File: src/rtl/ltcnt_map.vh
`ifndef LTCNT_MAP_VH
`define LTCNT_MAP_VH

// window bases in the global address space
`define LTCNT_BASE_BLOCKING     16'h0200
`define LTCNT_BASE_NONBLOCKING  16'h0300

// register offsets within the window
`define LTCNT_OFF_CTRL_MASK     8'h38
`define LTCNT_OFF_CTRL          8'h39
`define LTCNT_OFF_STATUS        8'h3a
`define LTCNT_OFF_RSVD          8'h3b
`define LTCNT_OFF_CNT_UPPER     8'h3c
`define LTCNT_OFF_CNT_LOWER     8'h3e

// field positions
`define LTCNT_BIT_EN            0
`define LTCNT_BIT_IE            7
`define LTCNT_BIT_EN_MASK       0
`define LTCNT_BIT_IE_MASK       7
`define LTCNT_BIT_OVF           7

// reset values
`define LTCNT_RST_CTRL          8'h00
`define LTCNT_RST_STATUS        8'h00
`define LTCNT_RST_COUNT         32'h0000_0000

// synchroniser depth for the slow clock pin
`define LTCNT_SYNC_STAGES       3

`endif

File: src/rtl/ltcnt_top.v
// What this block does
// - counts in normal, stop and sleep modes
// - counts up one per slow tick
// - overflow in low power raises wake flag
// - enable bit written only with mask
// - irq enable written only with mask
// - enable one counts, zero holds value
// - first period after enable may shorten
// - irq on overflow only when enabled
// - overflow flag sticky until software clears
// - write one clears flag, zero keeps
// - two 16-bit words, 16-bit access only
// - reading one word freezes until other read
// - decode at blocking and non-blocking bases
`timescale 1ns/10ps
`default_nettype none
`include "ltcnt_map.vh"

module ltcnt_top (
  // clock and reset
  input  wire        clk,
  input  wire        rst_n,
  // always-on slow clock pin
  input  wire        always_on_slow_clock,
  // power mode: high in stop or sleep
  input  wire        low_power_mode,
  // register access port
  input  wire        reg_sel,
  input  wire        reg_wr,
  input  wire        reg_rd,
  input  wire        reg_wide,
  input  wire [15:0] reg_addr,
  input  wire [15:0] reg_wdata,
  output reg  [15:0] reg_rdata,
  output reg         reg_err,
  // events
  output reg         overflow_irq,
  output reg         counter_wake_flag,
  input  wire        wake_flag_clear,
  output wire [31:0] count_value
);

  reg         count_enable_bit_ff;
  reg         overflow_irq_enable_ff;
  reg         overflow_flag_ff;
  reg         freeze_ff;
  reg         frozen_hi_ff;
  reg         en_tick_gate_ff;
  reg  [15:0] nxt_rdata;
  reg         nxt_err;

  wire        tick;
  wire        wrap;
  wire        in_blk;
  wire        in_nbk;
  wire [7:0]  off;
  wire        hit;
  wire        acc;
  wire        is_ctrl_wide;
  wire        is_ctrl_lo;
  wire        is_ctrl_hi;
  wire        is_status;
  wire        is_rsvd;
  wire        is_cnt_hi;
  wire        is_cnt_lo;
  wire        cnt_ok;
  wire [7:0]  mask_byte;
  wire [7:0]  ctrl_byte;
  wire        mask_wr;
  wire        advance;
  wire        rd_hi;
  wire        rd_lo;
  wire [15:0] base_blk;
  wire [15:0] base_nbk;

  assign base_blk = `LTCNT_BASE_BLOCKING;
  assign base_nbk = `LTCNT_BASE_NONBLOCKING;
  assign in_blk   = (reg_addr[15:8] == base_blk[15:8]);
  assign in_nbk   = (reg_addr[15:8] == base_nbk[15:8]);
  assign off    = reg_addr[7:0];
  assign hit    = reg_sel && (in_blk || in_nbk);
  assign acc    = hit && (reg_wr || reg_rd);

  assign is_ctrl_wide = (off == `LTCNT_OFF_CTRL_MASK) && reg_wide;
  assign is_ctrl_hi   = (off == `LTCNT_OFF_CTRL_MASK) && !reg_wide;
  assign is_ctrl_lo   = (off == `LTCNT_OFF_CTRL);
  assign is_status    = (off == `LTCNT_OFF_STATUS) && !reg_wide;
  assign is_rsvd      = (off == `LTCNT_OFF_RSVD);
  assign is_cnt_hi    = (off == `LTCNT_OFF_CNT_UPPER);
  assign is_cnt_lo    = (off == `LTCNT_OFF_CNT_LOWER);
  assign cnt_ok       = reg_wide && (is_cnt_hi || is_cnt_lo);

  // a 16-bit write at the mask offset carries mask in the upper byte
  assign mask_byte = is_ctrl_wide ? reg_wdata[15:8] : reg_wdata[7:0];
  assign ctrl_byte = reg_wdata[7:0];
  assign mask_wr   = acc && reg_wr && (is_ctrl_wide || is_ctrl_hi);

  assign rd_hi = acc && reg_rd && cnt_ok && is_cnt_hi;
  assign rd_lo = acc && reg_rd && cnt_ok && is_cnt_lo;

  // no mode input gates the counting path
  ltcnt_tick_sync u_sync (
    .clk                  (clk),
    .rst_n                (rst_n),
    .always_on_slow_clock (always_on_slow_clock),
    .tick                 (tick)
  );

  // advance only when enabled and not frozen
  // a count read also blocks the tick of its own cycle, else a carry could split the halves
  assign advance = tick && count_enable_bit_ff && en_tick_gate_ff && !freeze_ff && !rd_hi && !rd_lo;

  ltcnt_counter #(
    .WIDTH (32)
  ) u_cnt (
    .clk         (clk),
    .rst_n       (rst_n),
    .advance     (advance),
    .load_hi     (acc && reg_wr && cnt_ok && is_cnt_hi),
    .load_lo     (acc && reg_wr && cnt_ok && is_cnt_lo),
    .load_data   (reg_wdata),
    .count_value (count_value),
    .wrap        (wrap)
  );

  // control bits
  always @(posedge clk or negedge rst_n) begin
    if (!rst_n) begin
      count_enable_bit_ff    <= 1'b0;
      overflow_irq_enable_ff <= 1'b0;
      en_tick_gate_ff        <= 1'b0;
    end else begin
      if (mask_wr && mask_byte[`LTCNT_BIT_EN_MASK]) begin
        count_enable_bit_ff <= ctrl_byte[`LTCNT_BIT_EN];
      end
      if (mask_wr && mask_byte[`LTCNT_BIT_IE_MASK]) begin
        overflow_irq_enable_ff <= ctrl_byte[`LTCNT_BIT_IE];
      end
      // first tick after enable may come early, up to one slow period short
      en_tick_gate_ff <= count_enable_bit_ff;
    end
  end

  // freeze between the two halves of a count read
  always @(posedge clk or negedge rst_n) begin
    if (!rst_n) begin
      freeze_ff    <= 1'b0;
      frozen_hi_ff <= 1'b0;
    end else if (rd_hi || rd_lo) begin
      if (freeze_ff && (frozen_hi_ff != rd_hi)) begin
        freeze_ff <= 1'b0;
      end else begin
        freeze_ff    <= 1'b1;
        frozen_hi_ff <= rd_hi;
      end
    end
  end

  // sticky flag, set wins over clear
  always @(posedge clk or negedge rst_n) begin
    if (!rst_n) begin
      overflow_flag_ff <= 1'b0;
    end else if (wrap) begin
      overflow_flag_ff <= 1'b1;
    end else if (acc && reg_wr && is_status && reg_wdata[`LTCNT_BIT_OVF]) begin
      overflow_flag_ff <= 1'b0;
    end
  end

  // event outputs
  always @(posedge clk or negedge rst_n) begin
    if (!rst_n) begin
      overflow_irq      <= 1'b0;
      counter_wake_flag <= 1'b0;
    end else begin
      // irq level tracks flag and enable
      overflow_irq <= (overflow_flag_ff || wrap) && overflow_irq_enable_ff;
      // wake flag set on low power overflow
      if (wrap && low_power_mode) begin
        counter_wake_flag <= 1'b1;
      end else if (wake_flag_clear) begin
        counter_wake_flag <= 1'b0;
      end
    end
  end

  always @* begin
    nxt_rdata = 16'h0000;
    nxt_err   = 1'b0;
    if (!acc) begin
      nxt_err = 1'b0;
    end else if (is_ctrl_wide) begin
      nxt_rdata = {8'h00, overflow_irq_enable_ff, 6'h00, count_enable_bit_ff};
    end else if (is_ctrl_hi) begin
      nxt_rdata = 16'h0000;
    end else if (is_ctrl_lo) begin
      nxt_rdata = {8'h00, overflow_irq_enable_ff, 6'h00, count_enable_bit_ff};
    end else if (is_status) begin
      nxt_rdata = {8'h00, overflow_flag_ff, 7'h00};
    end else if (is_rsvd) begin
      nxt_rdata = 16'h0000;
    end else if (cnt_ok && is_cnt_hi) begin
      nxt_rdata = count_value[31:16];
    end else if (cnt_ok && is_cnt_lo) begin
      nxt_rdata = count_value[15:0];
    end else begin
      nxt_err = 1'b1;
    end
  end

  always @(posedge clk or negedge rst_n) begin
    if (!rst_n) begin
      reg_rdata <= 16'h0000;
      reg_err   <= 1'b0;
    end else begin
      reg_err <= nxt_err;
      if (acc && reg_rd) begin
        reg_rdata <= nxt_rdata;
      end
    end
  end

endmodule // ltcnt_top

`default_nettype wire

File: src/rtl/ltcnt_tick_sync.v
`timescale 1ns/10ps
`default_nettype none

module ltcnt_tick_sync (
  // clock and reset
  input  wire clk,
  input  wire rst_n,
  // slow clock from the always-on domain
  input  wire always_on_slow_clock,
  // one-cycle pulse per slow clock rising edge
  output wire tick
);

  reg  s1_ff;
  reg  s2_ff;
  reg  s3_ff;
  reg  lvl_ff;

  always @(posedge clk or negedge rst_n) begin
    if (!rst_n) begin
      s1_ff  <= 1'b0;
      s2_ff  <= 1'b0;
      s3_ff  <= 1'b0;
      lvl_ff <= 1'b0;
    end else begin
      s1_ff <= always_on_slow_clock;
      s2_ff <= s1_ff;
      s3_ff <= s2_ff;
      // level only changes once two settled stages agree
      if (s2_ff == s3_ff) begin
        lvl_ff <= s3_ff;
      end
    end
  end

  assign tick = (s2_ff == s3_ff) && s3_ff && !lvl_ff;

endmodule // ltcnt_tick_sync

`default_nettype wire

File: src/rtl/ltcnt_counter.v
`timescale 1ns/10ps
`default_nettype none
`include "ltcnt_map.vh"

module ltcnt_counter #(
  parameter WIDTH = 32
) (
  // clock and reset
  input  wire             clk,
  input  wire             rst_n,
  // control
  input  wire             advance,
  input  wire             load_hi,
  input  wire             load_lo,
  input  wire [15:0]      load_data,
  // state
  output reg  [WIDTH-1:0] count_value,
  output wire             wrap
);

  reg [WIDTH-1:0] nxt_count;

  assign wrap = advance && (&count_value);

  always @* begin
    nxt_count = count_value;
    if (load_hi) begin
      nxt_count[WIDTH-1:16] = load_data;
    end else if (load_lo) begin
      nxt_count[15:0] = load_data;
    end else if (advance) begin
      nxt_count = count_value + {{(WIDTH-1){1'b0}}, 1'b1};
    end
  end

  always @(posedge clk or negedge rst_n) begin
    if (!rst_n) begin
      count_value <= `LTCNT_RST_COUNT;
    end else begin
      count_value <= nxt_count;
    end
  end

endmodule // ltcnt_counter

`default_nettype wire

File: config.mk
export PLATFORM = sky130hd
export DESIGN_NAME = ltcnt_top
export DESIGN_NICKNAME = d
export VERILOG_FILES = /design/src/rtl/ltcnt_top.v /design/src/rtl/ltcnt_tick_sync.v /design/src/rtl/ltcnt_counter.v
export VERILOG_INCLUDE_DIRS = /design/src /design/src/rtl
export SDC_FILE = /design/constraint.sdc
export NUM_CORES = 1
export LEC_CHECK = 0
export BUFFER_PORTS_ARGS = -buffer_cell sky130_fd_sc_hd__buf_2
export CORE_ASPECT_RATIO = 0.5
export CORE_UTILIZATION = 50
export CTS_CLUSTER_SIZE = 30
export DETAILED_ROUTE_END_ITERATION = 10
export MAX_ROUTING_LAYER = met4
export PLACE_DENSITY = 0.76
export SETUP_SLACK_MARGIN = 0.4
export SYNTH_ARGS = -nofsm -noshare
export SYNTH_HDL_FRONTEND = slang
export SYNTH_SLANG_ARGS = --single-unit
File: constraint.sdc
create_clock -name clk -period 5.3 [get_ports clk]
set_input_delay 0.265 -clock clk [delete_from_list [all_inputs] [get_ports clk]]
set_output_delay 0.265 -clock clk [all_outputs]
set_load 0.05 [all_outputs]
; ---- Word-level counts from Yosys, hierarchy flattened
; Index checks and enable logic that the tools add are counted.
[classes]
n_lt_le_gt_ge = 0
div = 0
muxes = 26
shifts = 0
n_reduce_logical = 51
n_eq_ne = 11
bitwise_logic = 2
n_addsub = 1
multipliers = 0
[op_table]
columns = operator, count
row1 = 16-bit 2-to-1 mux, 11
row2 = 8-bit by 6-bit equality test with 1-bit output (second input constant), 6
row3 = 32-bit by 1-bit adder with 32-bit output (second input constant), 1
row4 = 1-bit logical AND, 32
row5 = 32-bit 2-to-1 mux, 1
row6 = 32-bit AND reduction, 1
row7 = 8-bit by 2-bit equality test with 1-bit output (second input constant), 2
row8 = 1-bit 2-to-1 mux, 13
row9 = 8-bit 2-to-1 mux, 1
row10 = 2-bit nonzero test, 4
row11 = 1-bit logical OR, 6
row12 = 2-bit AND reduction, 3
row13 = 1-bit zero test, 5
row14 = 2-bit by 1-bit != test with 1-bit output (second input constant), 1
row15 = 1-bit NOT, 2
row16 = 1-bit equality test, 1
row17 = 1-bit != test, 1
[totals]
romBits = 0
ramBits = 0
memories = 0
regBits = 61
latch_bits = 0
elab_cells = 107

; ---- Longest topological paths before layout
; Gate-level depths: netlist (run 1).
[depth]
depth_word = 13
depth_mapped = 9

; ---- By module
; From an unflattened synthesis (run 1), not the netlist that was laid out.
[unflattened]
hier_cells = 360
hier_area_um2 = 3493.4
[by_module_without_submodules]
columns = module, instances, seq_area_each_um2, cells_each, area_each_um2
row1 = ltcnt_counter, 1, 800.8, 237, 2015.7
row2 = ltcnt_top, 1, 625.6, 116, 1343.8
row3 = ltcnt_tick_sync, 1, 100.1, 7, 133.9

; ---- Worst setup path before layout (run 1)
; No wires, ideal clock.
[synth_timing]
path_type = register -> register
start = register u_cnt.count_value[7]
end = register u_cnt.count_value[15]
required_time_ps = 5223
t_arrival_ps = 2161
stages_incl_launch_ff = 7
synth_period_minus_slack_ps = 2239
n_path_buf = 1
path_slack_ps = 3061
path_cell_list = dfrtp_1 buf_4 and4_1 nand4_2 or4b_1 xor2_1 a21oi_1
[synth_between]
elab_chain_len = 3
[synth_lines]
columns = item, line_no
row1 = start: declaration, ltcnt_counter.v:17  ; output reg [WIDTH-1:0] count_value,
row2 = start signal: assignment, ltcnt_counter.v:38  ; count_value <= `LTCNT_RST_COUNT;
row3 = start signal: assignment, ltcnt_counter.v:40  ; count_value <= nxt_count;
row4 = 32-bit by 1-bit adder with 32-bit output, ltcnt_counter.v:32  ; nxt_count = count_value + {{(WIDTH-1){1'b0}}, 1'b1};
row5 = 32-bit 2-to-1 mux, ltcnt_counter.v:31  ; end else if (advance) begin
row6 = 16-bit 2-to-1 mux, ltcnt_counter.v:29  ; end else if (load_lo) begin
; No other way between the ends. The select of a mux whose other input is x is not followed.
; A chain may end at the register's enable or synchronous reset.

; ---- Worst setup path after layout (run 1)
[layout_timing]
start = input port reg_addr[6]
end = register u_cnt.count_value[3]
[layout_between]
elab_chain_len = 10
elab_cells_between_ends = 18
[layout_lines]
columns = item, line_no
row1 = start: declaration, ltcnt_top.v:32  ; input wire [15:0] reg_addr,
row2 = 8-bit by 6-bit equality test with 1-bit output (no source line), --
row3 = 1-bit logical OR, ltcnt_top.v:91  ; assign cnt_ok = reg_wide && (is_cnt_hi || is_cnt_lo);
row4 = 1-bit logical AND, ltcnt_top.v:91
row5 = 1-bit logical AND, "ltcnt_top.v:98, ltcnt_top.v:99"
row6 = 1-bit logical AND, ltcnt_top.v:98  ; assign rd_hi = acc && reg_rd && cnt_ok && is_cnt_hi;
row7 = 1-bit zero test, ltcnt_top.v:111  ; assign advance = tick && count_enable_bit_ff && en_tick_gate_ff && !freeze_ff && !rd_hi && !rd_lo;
row8 = 1-bit logical AND (2 in a row), ltcnt_top.v:111
row9 = 2-bit nonzero test (no source line), --
row10 = 2-bit AND reduction (no source line), --
; Several ways; a longest one is shown, not always the timed one.

==> summary.txt, run 1 <==
# clock sinks: 61
Routed WL: 9.983 mm
Unrepaired setup endpoints after global routing: no
Power share of the clock group: 0.568
GR Overflow Total: 0
Setup violators final: 0
CTS Buf Count: 9
I/O pin total: 92
Final max-slew violation count: 0
# DRC: 0
Net switching fraction of the power: 0.2022
Placeable core area: 6700 µm²
Internal power: 0.0009571 W
DR vias/cell: 6.234
Vias in the first global route: 2941
Ys Warns: 0
DRT Pass-1 Iters: 4
Syn Area/Cell: 9.906 µm²
Worst setup EP type: register
Largest net degree at the start of global routing: 62
Antenna fix cells: 0
WP data arrival: 3.06 ns
CTS Hold Bufs: 0
Rows: 21
Fillers: 554
Dpl hpwl: 7.032 mm
Die height: 60.97 µm
WHS: 0.03504 ns
Sequential area share after synthesis: 0.4390
PostCTS Resize Cnt: 0
Net Count, Synth: 394
Initial antenna violation count: 0
Logic pwr share: 0.040
Syn Inst Count: 351
Die Area: 7312 µm²
Tmin final: 2.834 ns
Critical-path maximum fanout: 18
Post-CTS Setup Repair Bufs: 0
Post-synth EDFFs: 0
CP bufs+invs: 1
Layout area overhead: 23.46%
Largest stage delay, worst path: 0.90 ns
#FFs+latches synth: 61
Final #Nets: 476
Static leakage: 1.967 nW
DR WL/cell: 18.84 µm
Crit path max-delay family: simple AND/OR/NAND/NOR gates
CTS tree: yes
Synth cell types: 61
HP Class: in2reg
Die Width: 119.9 µm
Crit start category: input pin
Placer Congestion: 0.9691
Overall Power: 0.001200 W
H-tree levels: 3
I/O Buffers: 90
Iter 0 DRT Violations: 329
Setup TNS: 0 ns
Clock Path Buffers: 2
Synth async-reset ratio: 1.000
Antenna Nets Post-Route: 0
First-pass GRT wire length: 15.44 mm
Final Cycle Share: 0.5348
Fin Clk Skew: 0.008558 ns
Max Clock Freq: 352.8 MHz
Pwr/cell area: 279.5 nW/µm²
Status: finished clean
Worst EP required: 5.52 ns
Total GRT Usage: 0.2999
Flop pwr share: 0.392
CP Class: in2reg
Maxcap violations: 0
Main synth FF type: dfrtp_1
Layout cells sized above 1: 0.2968
Cell chain of the critical path: buf_2, nand4bb_4, nor3_2, nand3_1, nand2_1, nor4_1, a221o_1
Clock latency on the worst-skew pair: 0.34 ns
Starting Density: 0.5190
VDD IR max: 0.1334 mV
Worst-Margin Slew: 1.102 ns
Clock-pin slew on the worst setup and hold paths: 0.05 ns
Final hold vios: 0
Clk Tree Root Cell: clkbuf_16
Net switching power: 0.0002426 W
Final core utilization: 0.6407
Post-Syn Area: 3477 µm²
Vias after detailed routing: 3304
Rel. slew slack: 0.2615
Slowest CP cell: nor3_2
==> logic make-up after synthesis <==
kind of cell,count (synthesis),share of synthesized area
mux,3,0.009356
fa+ha+maj,2,0.007196
simple gates,137,0.2418
compound gates,105,0.2184
buf+inv,23,0.03382
flops,61,0.4390
xor+xnor,20,0.05038
==> synthesized netlist by cell type, drive strengths merged, types with 4 or more instances <==
master / count / area [µm²]
a211oi: 4 / 30.03
nand2b: 5 / 31.28
buf: 12 / 76.32
clkbuf: 8 / 30.03
or3: 4 / 25.02
a31oi: 4 / 40.04
and4: 7 / 65.06
o21ai: 29 / 145.1
and3: 10 / 67.56
xor2: 18 / 157.7
nand2: 38 / 147.6
nand3: 15 / 80.08
nand4: 17 / 127.6
nor3: 9 / 55.05
nor2: 16 / 67.56
a21oi: 19 / 110.1
nor4: 4 / 55.05
a22o: 30 / 264.0
dfrtp: 61 / 1526
o22ai: 4 / 25.02
==> state kept, by name, indices dropped and copies added (netlist names) <==
signal,count
count_enable_bit_ff,1
counter_wake_flag,1
en_tick_gate_ff,1
freeze_ff,1
frozen_hi_ff,1
overflow_flag_ff,1
overflow_irq,1
overflow_irq_enable_ff,1
reg_err,1
reg_rdata,16
u_cnt.count_value,32
u_sync.lvl_ff,1
u_sync.s1_ff,1
u_sync.s2_ff,1
u_sync.s3_ff,1
==> worst reg2reg max path, delay by kind of cell (launching register included) <==
| family | cells | cell delay [ns] |
|---|---|---|
| AO/OA/AOI/OAI | 2 | 0.80 |
| XOR/XNOR | 1 | 0.17 |
| adder cells (fa/ha/maj) | 1 | 0.28 |
| flip-flops | 1 | 0.49 |
| AND/OR/NAND/NOR | 2 | 0.44 |
==> per-layer routing <==
layer	vias to the layer above	track usage	wire [µm]
li1	1487	-	-
met1	1637	0.4081	4455
met2	164	0.4269	4396
met3	16	0.08271	959
met4	0	0.1107	172
met5	-	-	0
==> stage by stage <==
stage / std cells / setup WS, ns / cell area (µm²)
6_report: 530 / 2.466 / 4293
5_1_grt: 530 / 2.279 / 4293
4_1_cts: 530 / 2.540 / 4293
3_5_place_dp: 514 / 2.221 / 3944
3_3_place_gp: 514 / 2.319 / 3944
2_1_floorplan: 351 / 3.061 / 3477
==> placed cells by master (no fill, tap or decap), types with 5 or more instances in the layout <==
| cell | instances |
|---|---|
| a22o_1 | 29 |
| nand2b_1 | 5 |
| o21ai_0 | 26 |
| and3_1 | 9 |
| and4_1 | 5 |
| nand2_1 | 36 |
| buf_2 | 90 |
| xor2_1 | 18 |
| a21oi_1 | 17 |
| clkbuf_16 | 9 |
| nand4_1 | 15 |
| nor3_1 | 7 |
| nor2_1 | 15 |
| dfrtp_1 | 61 |
| nand3_1 | 14 |
==> final timing paths <==
path                                    endpoint  slack, ns  cells past startpoint                  from
max                         u_cnt.count_value[3]       2.47                      7           reg_addr[6]
min                                 u_sync.s1_ff       0.04                      1  always_on_slow_clock
max reg2reg                u_cnt.count_value[12]       3.03                      6  u_cnt.count_value[0]
min reg2reg                         u_sync.s2_ff       0.35                      0          u_sync.s1_ff
max in group asynchronous              freeze_ff       4.71                      2                 rst_n
min in group asynchronous           reg_rdata[9]       0.08                      2                 rst_n
==> area by class of cell <==
type	count	area (µm²)	share of cell area
Clock buffer	10	239.0	0.05567
Clock inverter	6	110.1	0.02565
Inverter	3	11.26	0.002623
Multi-Input combinational cell	267	1833	0.4270
Sequential cell	61	1526	0.3556
Tap cell	92	115.1	0.02681
Timing Repair Buffer	91	457.9	0.1067
==> power groups by stage <==
stage          Clock, W  Sequential [W]  Combinational, W
2_1_floorplan         0        0.000478         0.0000169
3_3_place_gp          0        0.000478         0.0000471
3_5_place_dp          0        0.000478         0.0000483
4_1_cts        0.000688        0.000470         0.0000487
5_1_grt        0.000708        0.000470         0.0000529
6_report       0.000681        0.000470         0.0000486
Power figures use the tool's default switching activity.
==> inputs of run 2 (changes only) <==
--- a/config.mk
+++ b/config.mk
@@ -6,13 +6,14 @@
 export SDC_FILE = /design/constraint.sdc
 export NUM_CORES = 1
 export LEC_CHECK = 0
+export ABC_AREA = 1
 export BUFFER_PORTS_ARGS = -buffer_cell sky130_fd_sc_hd__buf_2
 export CORE_ASPECT_RATIO = 0.5
 export CORE_UTILIZATION = 50
 export CTS_CLUSTER_SIZE = 30
 export DETAILED_ROUTE_END_ITERATION = 10
 export MAX_ROUTING_LAYER = met4
-export PLACE_DENSITY = 0.76
+export PLACE_DENSITY = 0.74
 export SETUP_SLACK_MARGIN = 0.4
 export SYNTH_ARGS = -nofsm -noshare
 export SYNTH_HDL_FRONTEND = slang
==> constraint.sdc (replaced) <==
create_clock -name clk -period 2.73 [get_ports clk]
set_input_delay 0.1365 -clock clk [delete_from_list [all_inputs] [get_ports clk]]
set_output_delay 0.1365 -clock clk [all_outputs]
set_load 0.05 [all_outputs]
==> summary.txt, run 2 <==
Status: finished clean
Largest net degree at the start of global routing: 23
GR Overflow Total: 0
H-tree levels: 3
Total GRT Usage: 0.3452
Synth area leaders: dfrtp_1, nand2_1, nand3_1, inv_1, nor2_1
Final Cycle Share: 0.7569
Starting Density: 0.5313
Tmin final: 2.066 ns
Ys Warns: 0
Layout cells sized above 1: 0.1801
CTS tree: yes
DRT Pass-1 Iters: 5
Clock Path Buffers: 2
Post-CTS Setup Repair Bufs: 0
Unrepaired setup endpoints after global routing: no
Synth async-reset ratio: 1.000
Clock-pin slew on the worst setup and hold paths: 0.05 ns
Vias in the first global route: 4289
Final hold vios: 0
Worst setup EP type: register
Main synth FF type: dfrtp_1
# clock sinks: 61
Synth Area in Compound Gates: 0.05923
Crit start category: register
I/O Buffers: 90
Post-Syn Area: 4373 µm²
Clk Tree Root Cell: clkbuf_16
Die Width: 134.3 µm
DR WL/cell: 16.23 µm
Die Area: 9147 µm²
WP data arrival: 2.31 ns
Final max-slew violation count: 0
Placer Congestion: 0.9679
Synth cell types: 39
Static leakage: 2.743 nW
Rows: 23
Max Clock Freq: 484.0 MHz
Simple-gate share of the synthesized area: 0.4712
Post-Synth XOR/XNOR Area: 0.02403
Worst EP required: 2.97 ns
Synth top area share: 0.3491
Commonest non-fill, non-tap cell in the layout: nand2_1
#FFs+latches synth: 61
Setup TNS: 0 ns
Die height: 68.13 µm
Placeable core area: 8230 µm²
PostCTS Resize Cnt: 0
Most frequent cells in the layout: nand2_1, buf_2, inv_1
Syn Area/Cell: 6.375 µm²
Largest family of logic cells by synthesized area: simple AND/OR/NAND/NOR gates
WHS: 0.06439 ns
Fin Clk Skew: 0.005926 ns
CTS Buf Count: 9
First-pass GRT wire length: 22.43 mm
Syn Inst Count: 686
Antenna Nets Post-Route: 0
VDD IR max: 0.2675 mV
Reg2Reg Setup Slack: 0.66 ns
Worst-Margin Slew: 0.8421 ns
Antenna fix cells: 0
Net Count, Synth: 729
Layout area overhead: 19.48%
Final #Nets: 822
Setup violators final: 0
# DRC: 0
Slowest CP cell: dfrtp_1
Most common library cells after synthesis: nand2_1, inv_1, nor2_1
Largest regs: u_cnt.count_value: 32 flops, reg_rdata: 16 flops
DR vias/cell: 5.306
Biggest register: u_cnt.count_value
Area leader, netlist: dfrtp_1
Adder-cell share of the synthesized area: 0.005722
Post-synth EDFFs: 0
Multiplexer area fraction after synthesis: 0.002575
Vias after detailed routing: 4749
Clock latency on the worst-skew pair: 0.33 ns
Dpl hpwl: 11.26 mm
I/O pin total: 92
Count leader, synth: nand2_1
Iter 0 DRT Violations: 431
Initial antenna violation count: 0
Largest stage delay, worst path: 0.55 ns
Rel. slew slack: 0.4348
HP Class: in2reg
Max reg flops: 32
Sequential area share after synthesis: 0.3491
Routed WL: 14.53 mm
Cell chain of the critical path: ha_1, nand3_1, inv_1, nand2_1, nor2_1, nand4_1, a21boi_0
Pwr/cell area: 417.2 nW/µm²
Maxcap violations: 0
Critical-path maximum fanout: 9
CP Class: reg2reg
run 2: cell types whose count changed after synthesis, moves of 5 or more:
cell,previous run,this run
nor2_1,15,64
and4_1,5,0
o21ai_0,26,32
nand2b_1,5,0
and3_1,9,0
nand4_1,15,8
nor3_1,7,2
nand2_4,0,5
xor2_1,18,11
a22o_1,29,0
nand2_1,36,308
inv_1,3,73
nand3_1,14,61
a21oi_1,17,1
run 2: layout make-up:
class | count | area, µm²
Clock inverter | 4 | 47.55
Sequential cell | 61 | 1526
Multi-Input combinational cell | 533 | 2461
Timing Repair Buffer | 96 | 503.0
Clock buffer | 11 | 252.7
Fill cell | 829 | 3005
Inverter | 78 | 294.0
Tap cell | 112 | 140.1
run 2: through the flow:
step	setup WS, ns	total power (W)	util	cells	instance area [µm²]
floorplan	0.7904	0.0009671	-	686	4373
finish	0.6638	0.002180	0.6348	895	5225
detailed placement	0.7096	0.001034	0.5947	877	4895
global route	0.5009	0.002231	0.6348	895	5225
global placement	0.7937	0.001031	0.5947	877	4895
CTS	0.6810	0.002191	0.6348	895	5225
run 2: cell families (layout without fill, tap and decap cells):
family	after synthesis	in the layout
and+or+nand+nor	471	471
buffers and inverters	92	189
muxes	1	1
xor gates and xnor gates	12	12
adders and majority gates	2	2
AOI/OAI and AO/OA	47	47
DFF	61	61
run 2: worst paths after layout:
check	startpoint	endpoint	cells past startpoint
worst max register to register	u_cnt.count_value[0]	overflow_irq	7
max in group asynchronous	rst_n	u_cnt.count_value[15]	3
worst min-delay path	low_power_mode	counter_wake_flag	3
worst min register to register	u_sync.s1_ff	u_sync.s2_ff	0
worst max-delay path	u_cnt.count_value[0]	overflow_irq	7
min in group asynchronous	rst_n	u_cnt.count_value[20]	2
run 2: metal layers:
metal  GRT usage  vias to the layer above  wire length [µm]
met3     0.08519                       21              1353
li1            -                     2322                 -
met5           -                        -                 0
met2      0.5142                      192              6054
met4     0.08708                        0               166
met1      0.4710                     2214              6956
run 2: repair_timing:
action	4_1_cts	5_1_grt
hold buffers	3	0
endpoints found under the setup margin	0	0
hold endpoints to repair	21	0
run 2: power by group:
part | internal (W) | switching (W) | total, W
Clock | 0.000747 | 0.000411 | 0.00116
Sequential | 0.000911 | 0.00000345 | 0.000914
Combinational | 0.0000365 | 0.0000711 | 0.000108
run 2: worst max-delay path, delay by kind of cell, from the launching register on:
family	cells	cell delay (ns)
compound gates	1	0.24
fa+ha+maj	1	0.34
buf+inv	1	0.13
flops	1	0.55
simple gates	4	0.73
